**src/verilog/cfg_space_defines.vh**
```
// offsets, field positions, reset values for the configuration space
`ifndef CFG_SPACE_DEFINES_VH
`define CFG_SPACE_DEFINES_VH

`define OFF_IDENT        8'h00
`define OFF_CMDSTAT      8'h04
`define OFF_REVISION     8'h08
`define OFF_LATENCY      8'h0C
`define OFF_IOBASE       8'h10
`define OFF_MEMBASE      8'h14
`define OFF_SUBSYS       8'h2C
`define OFF_ROMBASE      8'h30
`define OFF_CAPABILITY_LIST_POINTER       8'h34
`define OFF_INTSEL       8'h3C
`define OFF_POWER_CAPABILITIES        8'h40
`define OFF_PMCTRL       8'h44

`define ID_DEVICE_MSB    31
`define ID_DEVICE_LSB    16
`define ID_VENDOR_MSB    15
`define ID_VENDOR_LSB    0

`define ST_PARITY_ERR    31
`define ST_SYSERR_SIG    30
`define ST_MABORT_RCV    29
`define ST_TABORT_RCV    28
`define ST_TABORT_SENT   27
`define ST_SELTIM_MSB    26
`define ST_SELTIM_LSB    25
`define ST_DATA_PARITY   24
`define ST_FASTB2B       23
`define ST_NEWCAP        20
`define SELTIM_MEDIUM    2'h1

`define CMD_WRITE_MASK   16'h0347
`define CMD_RESET        16'h0000
`define STAT_FIXED       16'h0290
`define STAT_W1C_MASK    16'hF900

`define IOBASE_MASK      32'hFFFFFF00
`define IOBASE_RESET     32'h00000001
`define MEMBASE_MASK     32'hFFFFF000
`define MEMBASE_RESET    32'h00000000
`define ROMBASE_MASK     32'hFFFF0001
`define ROMBASE_RESET    32'h00000000
`define INTSEL_MASK      32'h000000FF
`define INTSEL_RESET     32'h00000000
`define PMCTRL_MASK      32'h00000103
`define PMCTRL_W1C       32'h00008000
`define PMCTRL_PME_BIT   15
`define PMCTRL_RESET     32'h00000000

`endif

```
**src/verilog/pci_config_space_header.v**
```verilog
// configuration register space of a network controller, served by type-0 config cycles
//
// How it works
// - the block presents a standard 256-byte PCI 2.2 configuration header so firmware can set it up in software.
// - a software reset request does not touch any configuration register.
// - the hardware reset returns every configuration register to its reset value.
// - writes to unused locations are dropped with no side effect and reads of them return zero.
// - offsets 18h to 28h, 38h and 48h to FFh always read as zero.
// - 00h, 08h, 0Ch, 2Ch, 34h, 40h are read-only and 04h, 10h, 14h, 30h, 3Ch, 44h are writable.
// - the identification register returns the device identifier high and the vendor identifier low, fixed.
// - writing a 1 to a status flag bit (31 to 27 or 24) of the command/status register clears it, a 0 leaves it.
// - the lower half of the command/status register holds writable command bits that steer the bus logic.
// - the select timing field always reads 01 and ignores writes.
// - status flags are set by bus events at bits 31, 30, 29, 28, 27 and 24.
`timescale 1ns/1ps
`include "cfg_space_defines.vh"

module pci_config_space_header #(
  parameter [15:0] DEVICE_IDENTIFIER = 16'h1234,  // arbitrary value
  parameter [15:0] VENDOR_IDENTIFIER = 16'hABCD,  // arbitrary value
  parameter [31:0] REVISION_VALUE    = 32'h02000000,
  parameter [31:0] LATENCY_VALUE     = 32'h00000000,
  parameter [31:0] SUBSYSTEM_VALUE   = 32'h00000000,  // arbitrary value
  parameter [7:0]  CAP_POINTER       = 8'h40,
  parameter [31:0] POWER_CAPABILITIES_VALUE       = 32'h00020001
) (
  input  wire        clk,
  input  wire        resetn,
  input  wire        softResetReq,
  input  wire        cfgRequest,
  input  wire        cfgWrite,
  input  wire        cfgTypeZero,
  input  wire        cfgSelect,
  input  wire [7:2]  cfgDwordAddr,
  input  wire [3:0]  cfgByteEnN,
  input  wire [31:0] cfgWriteData,
  output reg  [31:0] cfgReadData,
  output reg         cfgDone,
  input  wire        parityErrorEvent,
  input  wire        systemErrorEvent,
  input  wire        masterAbortEvent,
  input  wire        targetAbortRcvEvent,
  input  wire        targetAbortSentEvent,
  input  wire        dataParityEvent,
  input  wire        pmeEvent,
  output wire [15:0] commandBits,
  output wire [31:0] ioBase,
  output wire [31:0] memBase,
  output wire [31:0] romBase,
  output wire [7:0]  interruptLine,
  output wire [1:0]  powerState
);

  // reset release through two flip-flops
  reg        rstMeta;
  reg        rstSyncN;

  always @(posedge clk or negedge resetn) begin
    if (!resetn) begin
      rstMeta  <= 1'b0;
      rstSyncN <= 1'b0;
    end else begin
      rstMeta  <= 1'b1;
      rstSyncN <= rstMeta;
    end
  end

  // byte-lane merge of write data under a writable-bit mask
  function [31:0] laneMerge;
    input [31:0] oldValue;
    input [31:0] newValue;
    input [31:0] writeMask;
    input [3:0]  laneEnable;
    integer      i;
    begin
      laneMerge = oldValue;
      for (i = 0; i < 32; i = i + 1) begin
        if (laneEnable[i / 8] && writeMask[i]) begin
          laneMerge[i] = newValue[i];
        end
      end
    end
  endfunction

  reg  [15:0] command_reg;
  reg  [15:0] command_next;
  reg  [7:0]  status_reg;
  wire [7:0]  status_next;
  wire [7:0]  statusClear;
  reg  [31:0] cmdMerged;
  reg  [31:0] ioBase_reg;
  reg  [31:0] ioBase_next;
  reg  [31:0] memBase_reg;
  reg  [31:0] memBase_next;
  reg  [31:0] romBase_reg;
  reg  [31:0] romBase_next;
  reg  [31:0] intSel_reg;
  reg  [31:0] intSel_next;
  reg  [31:0] pmCtrl_reg;
  reg  [31:0] pmCtrl_next;
  reg  [31:0] readValue;

  wire        accessValid;
  wire        writeValid;
  wire [7:0]  byteOffset;
  wire [3:0]  laneEnable;
  wire [31:0] clearBits;
  wire [7:0]  statusEvents;
  wire [15:0] statusWord;

  assign accessValid = cfgRequest && cfgTypeZero && cfgSelect;
  assign writeValid  = accessValid && cfgWrite;
  assign byteOffset  = {cfgDwordAddr, 2'b00};
  assign laneEnable  = ~cfgByteEnN;
  assign clearBits   = cfgWriteData & {{8{laneEnable[3]}}, {8{laneEnable[2]}},
                                       {8{laneEnable[1]}}, {8{laneEnable[0]}}};

  // stored flags: bits 31..27 in [7:3], data parity in [0], unused [2:1]
  assign statusEvents = {parityErrorEvent, systemErrorEvent, masterAbortEvent,
                         targetAbortRcvEvent, targetAbortSentEvent, 2'b00,
                         dataParityEvent};

  assign statusWord = {status_reg[7:3], `SELTIM_MEDIUM, status_reg[0], 8'h00}
                      | `STAT_FIXED;

  // write-one clears, only on a served write to the command/status word
  assign statusClear = (writeValid && (byteOffset == `OFF_CMDSTAT)) ?
                       {clearBits[31:27], 2'b00, clearBits[24]} : 8'h00;

  // one flag per bit; an event in the clearing cycle wins
  genvar g;
  generate
    for (g = 0; g < 8; g = g + 1) begin : flagBit
      assign status_next[g] = statusEvents[g] | (status_reg[g] & ~statusClear[g]);
    end
  endgenerate

  // next-state for writable registers
  always @* begin
    cmdMerged    = 32'h00000000;
    command_next = command_reg;
    ioBase_next  = ioBase_reg;
    memBase_next = memBase_reg;
    romBase_next = romBase_reg;
    intSel_next  = intSel_reg;
    pmCtrl_next  = pmCtrl_reg;
    if (writeValid) begin
      case (byteOffset)
        `OFF_CMDSTAT: begin
          cmdMerged    = laneMerge({16'h0000, command_reg}, cfgWriteData,
                                   {16'h0000, `CMD_WRITE_MASK}, laneEnable);
          command_next = cmdMerged[15:0];
        end
        `OFF_IOBASE: begin
          ioBase_next = laneMerge(ioBase_reg, cfgWriteData, `IOBASE_MASK, laneEnable);
        end
        `OFF_MEMBASE: begin
          memBase_next = laneMerge(memBase_reg, cfgWriteData, `MEMBASE_MASK, laneEnable);
        end
        `OFF_ROMBASE: begin
          romBase_next = laneMerge(romBase_reg, cfgWriteData, `ROMBASE_MASK, laneEnable);
        end
        `OFF_INTSEL: begin
          intSel_next = laneMerge(intSel_reg, cfgWriteData, `INTSEL_MASK, laneEnable);
        end
        `OFF_PMCTRL: begin
          pmCtrl_next = laneMerge(pmCtrl_reg, cfgWriteData, `PMCTRL_MASK, laneEnable)
                        & ~(clearBits & `PMCTRL_W1C);
        end
        default: begin
          command_next = command_reg;
        end
      endcase
    end
    if (pmeEvent) begin
      pmCtrl_next[`PMCTRL_PME_BIT] = 1'b1;
    end
  end

  // read multiplexer
  always @* begin
    case (byteOffset)
      `OFF_IDENT:    readValue = {DEVICE_IDENTIFIER, VENDOR_IDENTIFIER};
      `OFF_CMDSTAT:  readValue = {statusWord, command_reg};
      `OFF_REVISION: readValue = REVISION_VALUE;
      `OFF_LATENCY:  readValue = LATENCY_VALUE;
      `OFF_IOBASE:   readValue = ioBase_reg;
      `OFF_MEMBASE:  readValue = memBase_reg;
      `OFF_SUBSYS:   readValue = SUBSYSTEM_VALUE;
      `OFF_ROMBASE:  readValue = romBase_reg;
      `OFF_CAPABILITY_LIST_POINTER:   readValue = {24'h000000, CAP_POINTER};
      `OFF_INTSEL:   readValue = intSel_reg;
      `OFF_POWER_CAPABILITIES:    readValue = POWER_CAPABILITIES_VALUE;
      `OFF_PMCTRL:   readValue = pmCtrl_reg;
      default:       readValue = 32'h00000000;
    endcase
  end

  // register state; only the hardware reset clears it
  always @(posedge clk or negedge rstSyncN) begin
    if (!rstSyncN) begin
      command_reg <= `CMD_RESET;
      status_reg  <= 8'h00;
      ioBase_reg  <= `IOBASE_RESET;
      memBase_reg <= `MEMBASE_RESET;
      romBase_reg <= `ROMBASE_RESET;
      intSel_reg  <= `INTSEL_RESET;
      pmCtrl_reg  <= `PMCTRL_RESET;
    end else begin
      // softResetReq deliberately absent here
      command_reg <= command_next;
      status_reg  <= status_next;
      ioBase_reg  <= ioBase_next;
      memBase_reg <= memBase_next;
      romBase_reg <= romBase_next;
      intSel_reg  <= intSel_next;
      pmCtrl_reg  <= pmCtrl_next;
    end
  end

  // answer one cycle after a served request
  always @(posedge clk or negedge rstSyncN) begin
    if (!rstSyncN) begin
      cfgDone     <= 1'b0;
      cfgReadData <= 32'h00000000;
    end else begin
      cfgDone <= accessValid;
      if (accessValid && !cfgWrite) begin
        cfgReadData <= readValue;
      end
    end
  end

  assign commandBits   = command_reg;
  assign ioBase        = ioBase_reg;
  assign memBase       = memBase_reg;
  assign romBase       = romBase_reg;
  assign interruptLine = intSel_reg[7:0];
  assign powerState    = pmCtrl_reg[1:0];

endmodule

```
**config.mk**
```make
export PLATFORM = sky130hd
export DESIGN_NAME = pci_config_space_header
export DESIGN_NICKNAME = d
export VERILOG_FILES = /design/src/verilog/pci_config_space_header.v
export VERILOG_INCLUDE_DIRS = /design/src /design/src/verilog
export SDC_FILE = /design/constraint.sdc
export NUM_CORES = 1
export LEC_CHECK = 0
export BUFFER_PORTS_ARGS = -buffer_cell sky130_fd_sc_hd__buf_2
export CAP_MARGIN = 30
export CORE_ASPECT_RATIO = 1.5
export CORE_MARGIN = 5
export CORE_UTILIZATION = 45
export DETAILED_ROUTE_END_ITERATION = 6
export PLACE_DENSITY = 0.74
export SLEW_MARGIN = 10
export SYNTH_ARGS = -nofsm -noshare
export SYNTH_HDL_FRONTEND = slang
export SYNTH_SLANG_ARGS = --single-unit
```
**constraint.sdc**
```tcl
create_clock -name clk -period 4.8 [get_ports clk]
set_input_delay 0.24 -clock clk [delete_from_list [all_inputs] [get_ports clk]]
set_output_delay 0.24 -clock clk [all_outputs]
set_load 0.02 [all_outputs]
```
**Yosys cells after proc, flatten, opt, wreduce, memory -nomap -nowiden**

Index checks and enable logic that the tools add are counted.

- Output and inout port bits: 155
- Input bits: 56
- Logic and storage cells: 91
- Bits in registers: 150

- Eq/ne operators: 9
- Mux-type cells: 14
- Bitwise operators: 26
- Reductions and logical operators: 23

Operators with widths:

| operator | count |
|---|---|
| 32-bit case mux with 10 select lines | 1 |
| 32-bit AND | 2 |
| 3-bit AND reduction | 12 |
| 16-bit two-way mux | 2 |
| 16-bit NOT with 32-bit output | 1 |
| 6-bit by 4-bit == test with 1-bit output, second input constant | 3 |
| 6-bit by 3-bit == test with 1-bit output, second input constant | 2 |
| 6-bit by 5-bit == test with 1-bit output, second input constant | 2 |
| 1-bit two-way mux | 10 |
| 1-bit AND | 8 |
| 8-bit zero test | 1 |
| 8-bit two-way mux | 1 |
| 1-bit NOT | 8 |
| 6-bit by 1-bit == test with 1-bit output, second input constant | 1 |
| 6-bit by 2-bit == test with 1-bit output, second input constant | 1 |
| 1-bit bitwise OR | 6 |
| 1-bit logical AND | 5 |
| 4-bit NOT | 1 |
| 2-bit AND reduction | 2 |
| 2-bit nonzero test | 2 |
| 1-bit zero test | 1 |

**Depth between registers and ports, before layout**

- Depth after elaboration: 8
- Mapped depth: 7
- Depth with buffers taken out: 5

**Least setup slack after synthesis**

Ideal clock, no wire load.

- Path type: input-to-reg
- From: input port cfgDwordAddr[7] (netlist bit)
- To: register command_reg[0] (netlist: commandBits[0])
- Path buffers: 2
- Arrival: 1.646 ns
- Stages on the path: 5
- Setup time: 0.125 ns
- Data required time: 4.675 ns
- Setup slack: 3.029 ns
- Cell sequence: buf_6 or4_1 buf_2 nor4_4 mux2_2

- Cells in the longest elaborated chain, start to end: 2

RTL lines:

| item | RTL line | text |
|---|---|---|
| start, declared | pci_config_space_header.v:34 | `input wire [7:2] cfgDwordAddr,` |
| 6-bit by 1-bit == test with 1-bit output | - |  |
| 3-bit AND reduction (no source line) | - |  |
| end signal, assigned | pci_config_space_header.v:202 | `` command_reg <= `CMD_RESET; `` |
| end signal, assigned | pci_config_space_header.v:211 | `command_reg <= command_next;` |
| end, declared | pci_config_space_header.v:85 | `reg [15:0] command_reg;` |

No other way between the ends.
A chain may end at the register's enable or synchronous reset.

**Final worst setup path**

- From: input port cfgDwordAddr[2] (netlist bit)
- To: register romBase_reg[23] (netlist: romBase[23])

- Cells in the longest elaborated chain, start to end: 2

RTL lines:

| item | RTL line | text |
|---|---|---|
| 6-bit by 4-bit == test with 1-bit output | - |  |
| 3-bit AND reduction (no source line) | - |  |
| end signal, assigned | pci_config_space_header.v:206 | `` romBase_reg <= `ROMBASE_RESET; `` |
| end signal, assigned | pci_config_space_header.v:215 | `romBase_reg <= romBase_next;` |
| end, declared | pci_config_space_header.v:95 | `reg [31:0] romBase_reg;` |

No other way between the ends.

==> flow_summary.json <==
{
  "cap_viol_max_count": 0,
  "drt-total-wl_um": 15900,
  "drt-initial-drc-count": 203,
  "yosys.cell_types.count": 51,
  "synthesis.yosys.warnings": 0,
  "numCtsBuffers": 17,
  "detailed_place_hpwl_um": 11700,
  "worst_hold_slack_ns": 0.0149,
  "vdd_ir_drop_max_uv": 214,
  "post_route_setup_tns_ns": 0,
  "globalRoute.totalOverflow": 0,
  "initial_core_util_pct": 45.7,
  "design.die.area_um2": 15000,
  "leakagePower_nw": 3.67,
  "final_nets": 700,
  "power_per_cell_area_nw_per_um2": 352,
  "die_extent_in_y_um": 147,
  "combinational_family_with_the_most_area_after_synthesis": "multiplexers",
  "final_cell_utilization_of_the_core_pct": 57.3,
  "power.clock.fraction_pct": 52.1,
  "cts.htree.levels": 4,
  "cts_tree": "yes",
  "ys_ff_latch": 120,
  "run_status": "complete, no violations",
  "core_um2": 12400,
  "wl_per_cell_um": 19.6,
  "grt_util_all_layers_pct": 21.6,
  "fin_cells": 813,
  "synth-async-reset-ratio_pct": 100,
  "rsz0062_at_grt": "no",
  "finClkSkew_ns": 0.00777,
  "critical_path.endpoint_type": "flop",
  "area_fraction_in_and_or_nand_and_nor_cells_after_synthesis_pct": 11.6,
  "antenna_left": 0,
  "ys_dominant_reg_cell": "sky130_fd_sc_hd__dfrtp_1",
  "int_power_w": 0.00190,
  "placedCellCount": 776,
  "routed-via-count": 4321,
  "max_slew_margin_pct": 45.6,
  "grt_antenna_before_repair": 1,
  "synthAdderAreaFrac_pct": 0,
  "clockRootBuffer": "sky130_fd_sc_hd__clkbuf_16",
  "timing.hold.worst.class": "in -> reg",
  "num_antenna_cells": 0,
  "detailedRoute.firstPassIterationCount": 5,
  "drt_drc_violations_left": 0,
  "worst_ep_arrival_time_ns": 2.23,
  "grt_start_max_net_pins": 62,
  "type_of_the_worst_setup_path": "in -> reg",
  "finalWeightedCongestion": 0.820,
  "synth_edf_count": 0,
  "power.share.switching_pct": 23.8,
  "placement_rows": 50,
  "power_frac_seq_pct": 41.8,
  "crit_path_max_fanout": 15,
  "max_ffs_per_register": 32,
  "syn-cell-area_um2": 5660,
  "clk-insertion-delay-late_ns": 0.40,
  "maxClockFrequency_mhz": 516,
  "setup_viol_count_final": 0,
  "switchingPower_w": 0.000593,
  "layout.filler_cells": 1067,
  "layout_area_growth_over_synthesis_pct": 25.3,
  "hold_viol_final": 0,
  "comb_power_share_pct": 6.1,
  "setup_fix_buffers_added_after_clock_tree_synthesis": 0,
  "first_pass_grt_wire_length_um": 24700,
  "synthMuxAreaShare_pct": 16.1,
  "ios": 211,
  "vias_in_the_first_global_route": 4585,
  "post-route-min-period_ns": 1.94,
  "report.power.total_w": 0.00250,
  "worst_setup_path_start_kind": "input pin",
  "synthXorXnorAreaFrac_pct": 0,
  "cts.path.max_buffers": 2,
  "drt-vias-per-instance": 5.31,
  "synthCells": 477,
  "port-buffer-count": 164,
  "crit_required_ns": 5.09,
  "cts_sinks": 120,
  "final_layout_size_suffix_gt1_share_pct": 45.8,
  "timing.final.crit_share_pct": 40.4,
  "synth_sequential_area_ratio_pct": 53.1,
  "worstMarginPinSlew_ns": 0.811,
  "die-width_um": 102,
  "synth_compound_gate_area_share_pct": 10.7,
  "drv_slew": 0,
  "synthesis.area_per_instance_um2": 11.9,
  "cts.reportedPaths.clkPinSlew_ns": 0.06
}
## critical path, stage by stage
cell and delay (ns):
sky130_fd_sc_hd__buf_2 0.21, sky130_fd_sc_hd__nor2_1 0.42, sky130_fd_sc_hd__nand2_1 0.26, sky130_fd_sc_hd__nor3_2 0.68
sky130_fd_sc_hd__mux2_2 0.41
## stage by stage
step | setup WS (ns) | instance area (um^2)
4_1_cts | 2.87 | 7070
3_3_place_gp | 2.47 | 6410
5_1_grt | 2.76 | 7090
3_5_place_dp | 2.45 | 6420
6_report | 2.86 | 7090
2_1_floorplan | 1.21 | 5820
## worst paths after layout
| check | startpoint | slack [ns] | depth (start not counted) | end |
|---|---|---|---|---|
| setup reg to reg | rstSyncN | 3.10 | 1 | cfgReadData[28] |
| max in group asynchronous | rstSyncN | 3.10 | 1 | cfgReadData[28] |
| setup / recovery | cfgDwordAddr[2] | 2.86 | 5 | romBase[23] |
| hold / removal | targetAbortSentEvent | 0.01 | 2 | status_reg[3] |
| min in group asynchronous | resetn | 0.15 | 2 | rstMeta |
| hold reg to reg | rstMeta | 0.37 | 0 | rstSyncN |
## cell usage in the layout (no fill, tap or decap), drive strengths merged, types with 2 or more instances in the layout
cell / synthesis / final
a21boi: 2 / 2
a21o: 6 / 6
a21oi: 9 / 9
a221o: 2 / 2
a221oi: 6 / 6
a222oi: 6 / 6
a22oi: 16 / 16
a31oi: 2 / 2
a32oi: 6 / 6
and2: 4 / 4
and3: 2 / 2
buf: 60 / 170
bufinv: 0 / 3
clkbuf: 9 / 19
clkinv: 0 / 3
clkinvlp: 0 / 5
conb: 2 / 46
dfrtp: 120 / 120
dlygate4sd3: 0 / 3
inv: 4 / 6
mux2: 78 / 78
mux2i: 3 / 3
nand2: 57 / 57
nand2b: 5 / 5
nand3: 3 / 3
nor2: 20 / 20
nor3: 11 / 11
nor4: 2 / 2
o21ai: 26 / 26
or2: 3 / 3
## synthesized netlist by cell type (all sizes together) (3+ instances only)
library cell | count | area [um^2]
a22oi | 16 | 120
a221oi | 6 | 52.6
dfrtp | 120 | 3000
a32oi | 6 | 52.6
a21oi | 9 | 45.0
inv | 4 | 15.0
nand3 | 3 | 15.0
mux2i | 3 | 30.0
mux2 | 78 | 878
nor3 | 11 | 104
clkbuf | 9 | 35.0
nand2 | 57 | 214
and2 | 4 | 25.0
buf | 60 | 427
nor2 | 20 | 126
a21o | 6 | 45.0
o21ai | 26 | 130
nand2b | 5 | 31.3
or2 | 3 | 18.8
a222oi | 6 | 60.1
## repair_timing
item / CTS / global route
endpoints found under the hold margin: 4 / 0
hold buffers: 3 / 0
resized for setup: 0 / 0
## metal layers
| layer | track usage [%] | vias up | wire length, um |
|---|---|---|---|
| met2 | 38.9 | 202 | 8540 |
| li1 | - | 1957 | - |
| met5 | 0 | - | 7 |
| met1 | 23.4 | 2121 | 5670 |
| met4 | 10.4 | 2 | 490 |
| met3 | 4.61 | 39 | 1200 |
## cell type report
class	instances	area (um^2)	area share (%)
clock buffers	19	443	6.25
clock inverters	13	171	2.42
inverters	4	15.0	0.212
multi-input cells	328	2350	33.1
flip-flops and latches	120	3010	42.4
well taps	156	195	2.75
repair buffers	173	911	12.8
## power by group through the flow
stage               registers [W]  clock network, W  logic (W)
detailed placement        0.00106                 0   0.000149
global placement          0.00106                 0   0.000145
CTS                       0.00104           0.00132   0.000152
global route              0.00105           0.00138   0.000165
floorplan                 0.00108                 0   0.000101
finish                    0.00104           0.00130   0.000153
## logic make-up (layout without fill, tap and decap cells)
| group | Yosys count | count (layout) |
|---|---|---|
| AOI/OAI and AO/OA | 87 | 87 |
| buffers and inverters | 73 | 209 |
| DFF | 120 | 120 |
| muxes | 81 | 81 |
| other | 2 | 46 |
| and+or+nand+nor | 114 | 114 |
Note: power is estimated with default switching activity, not from simulation.
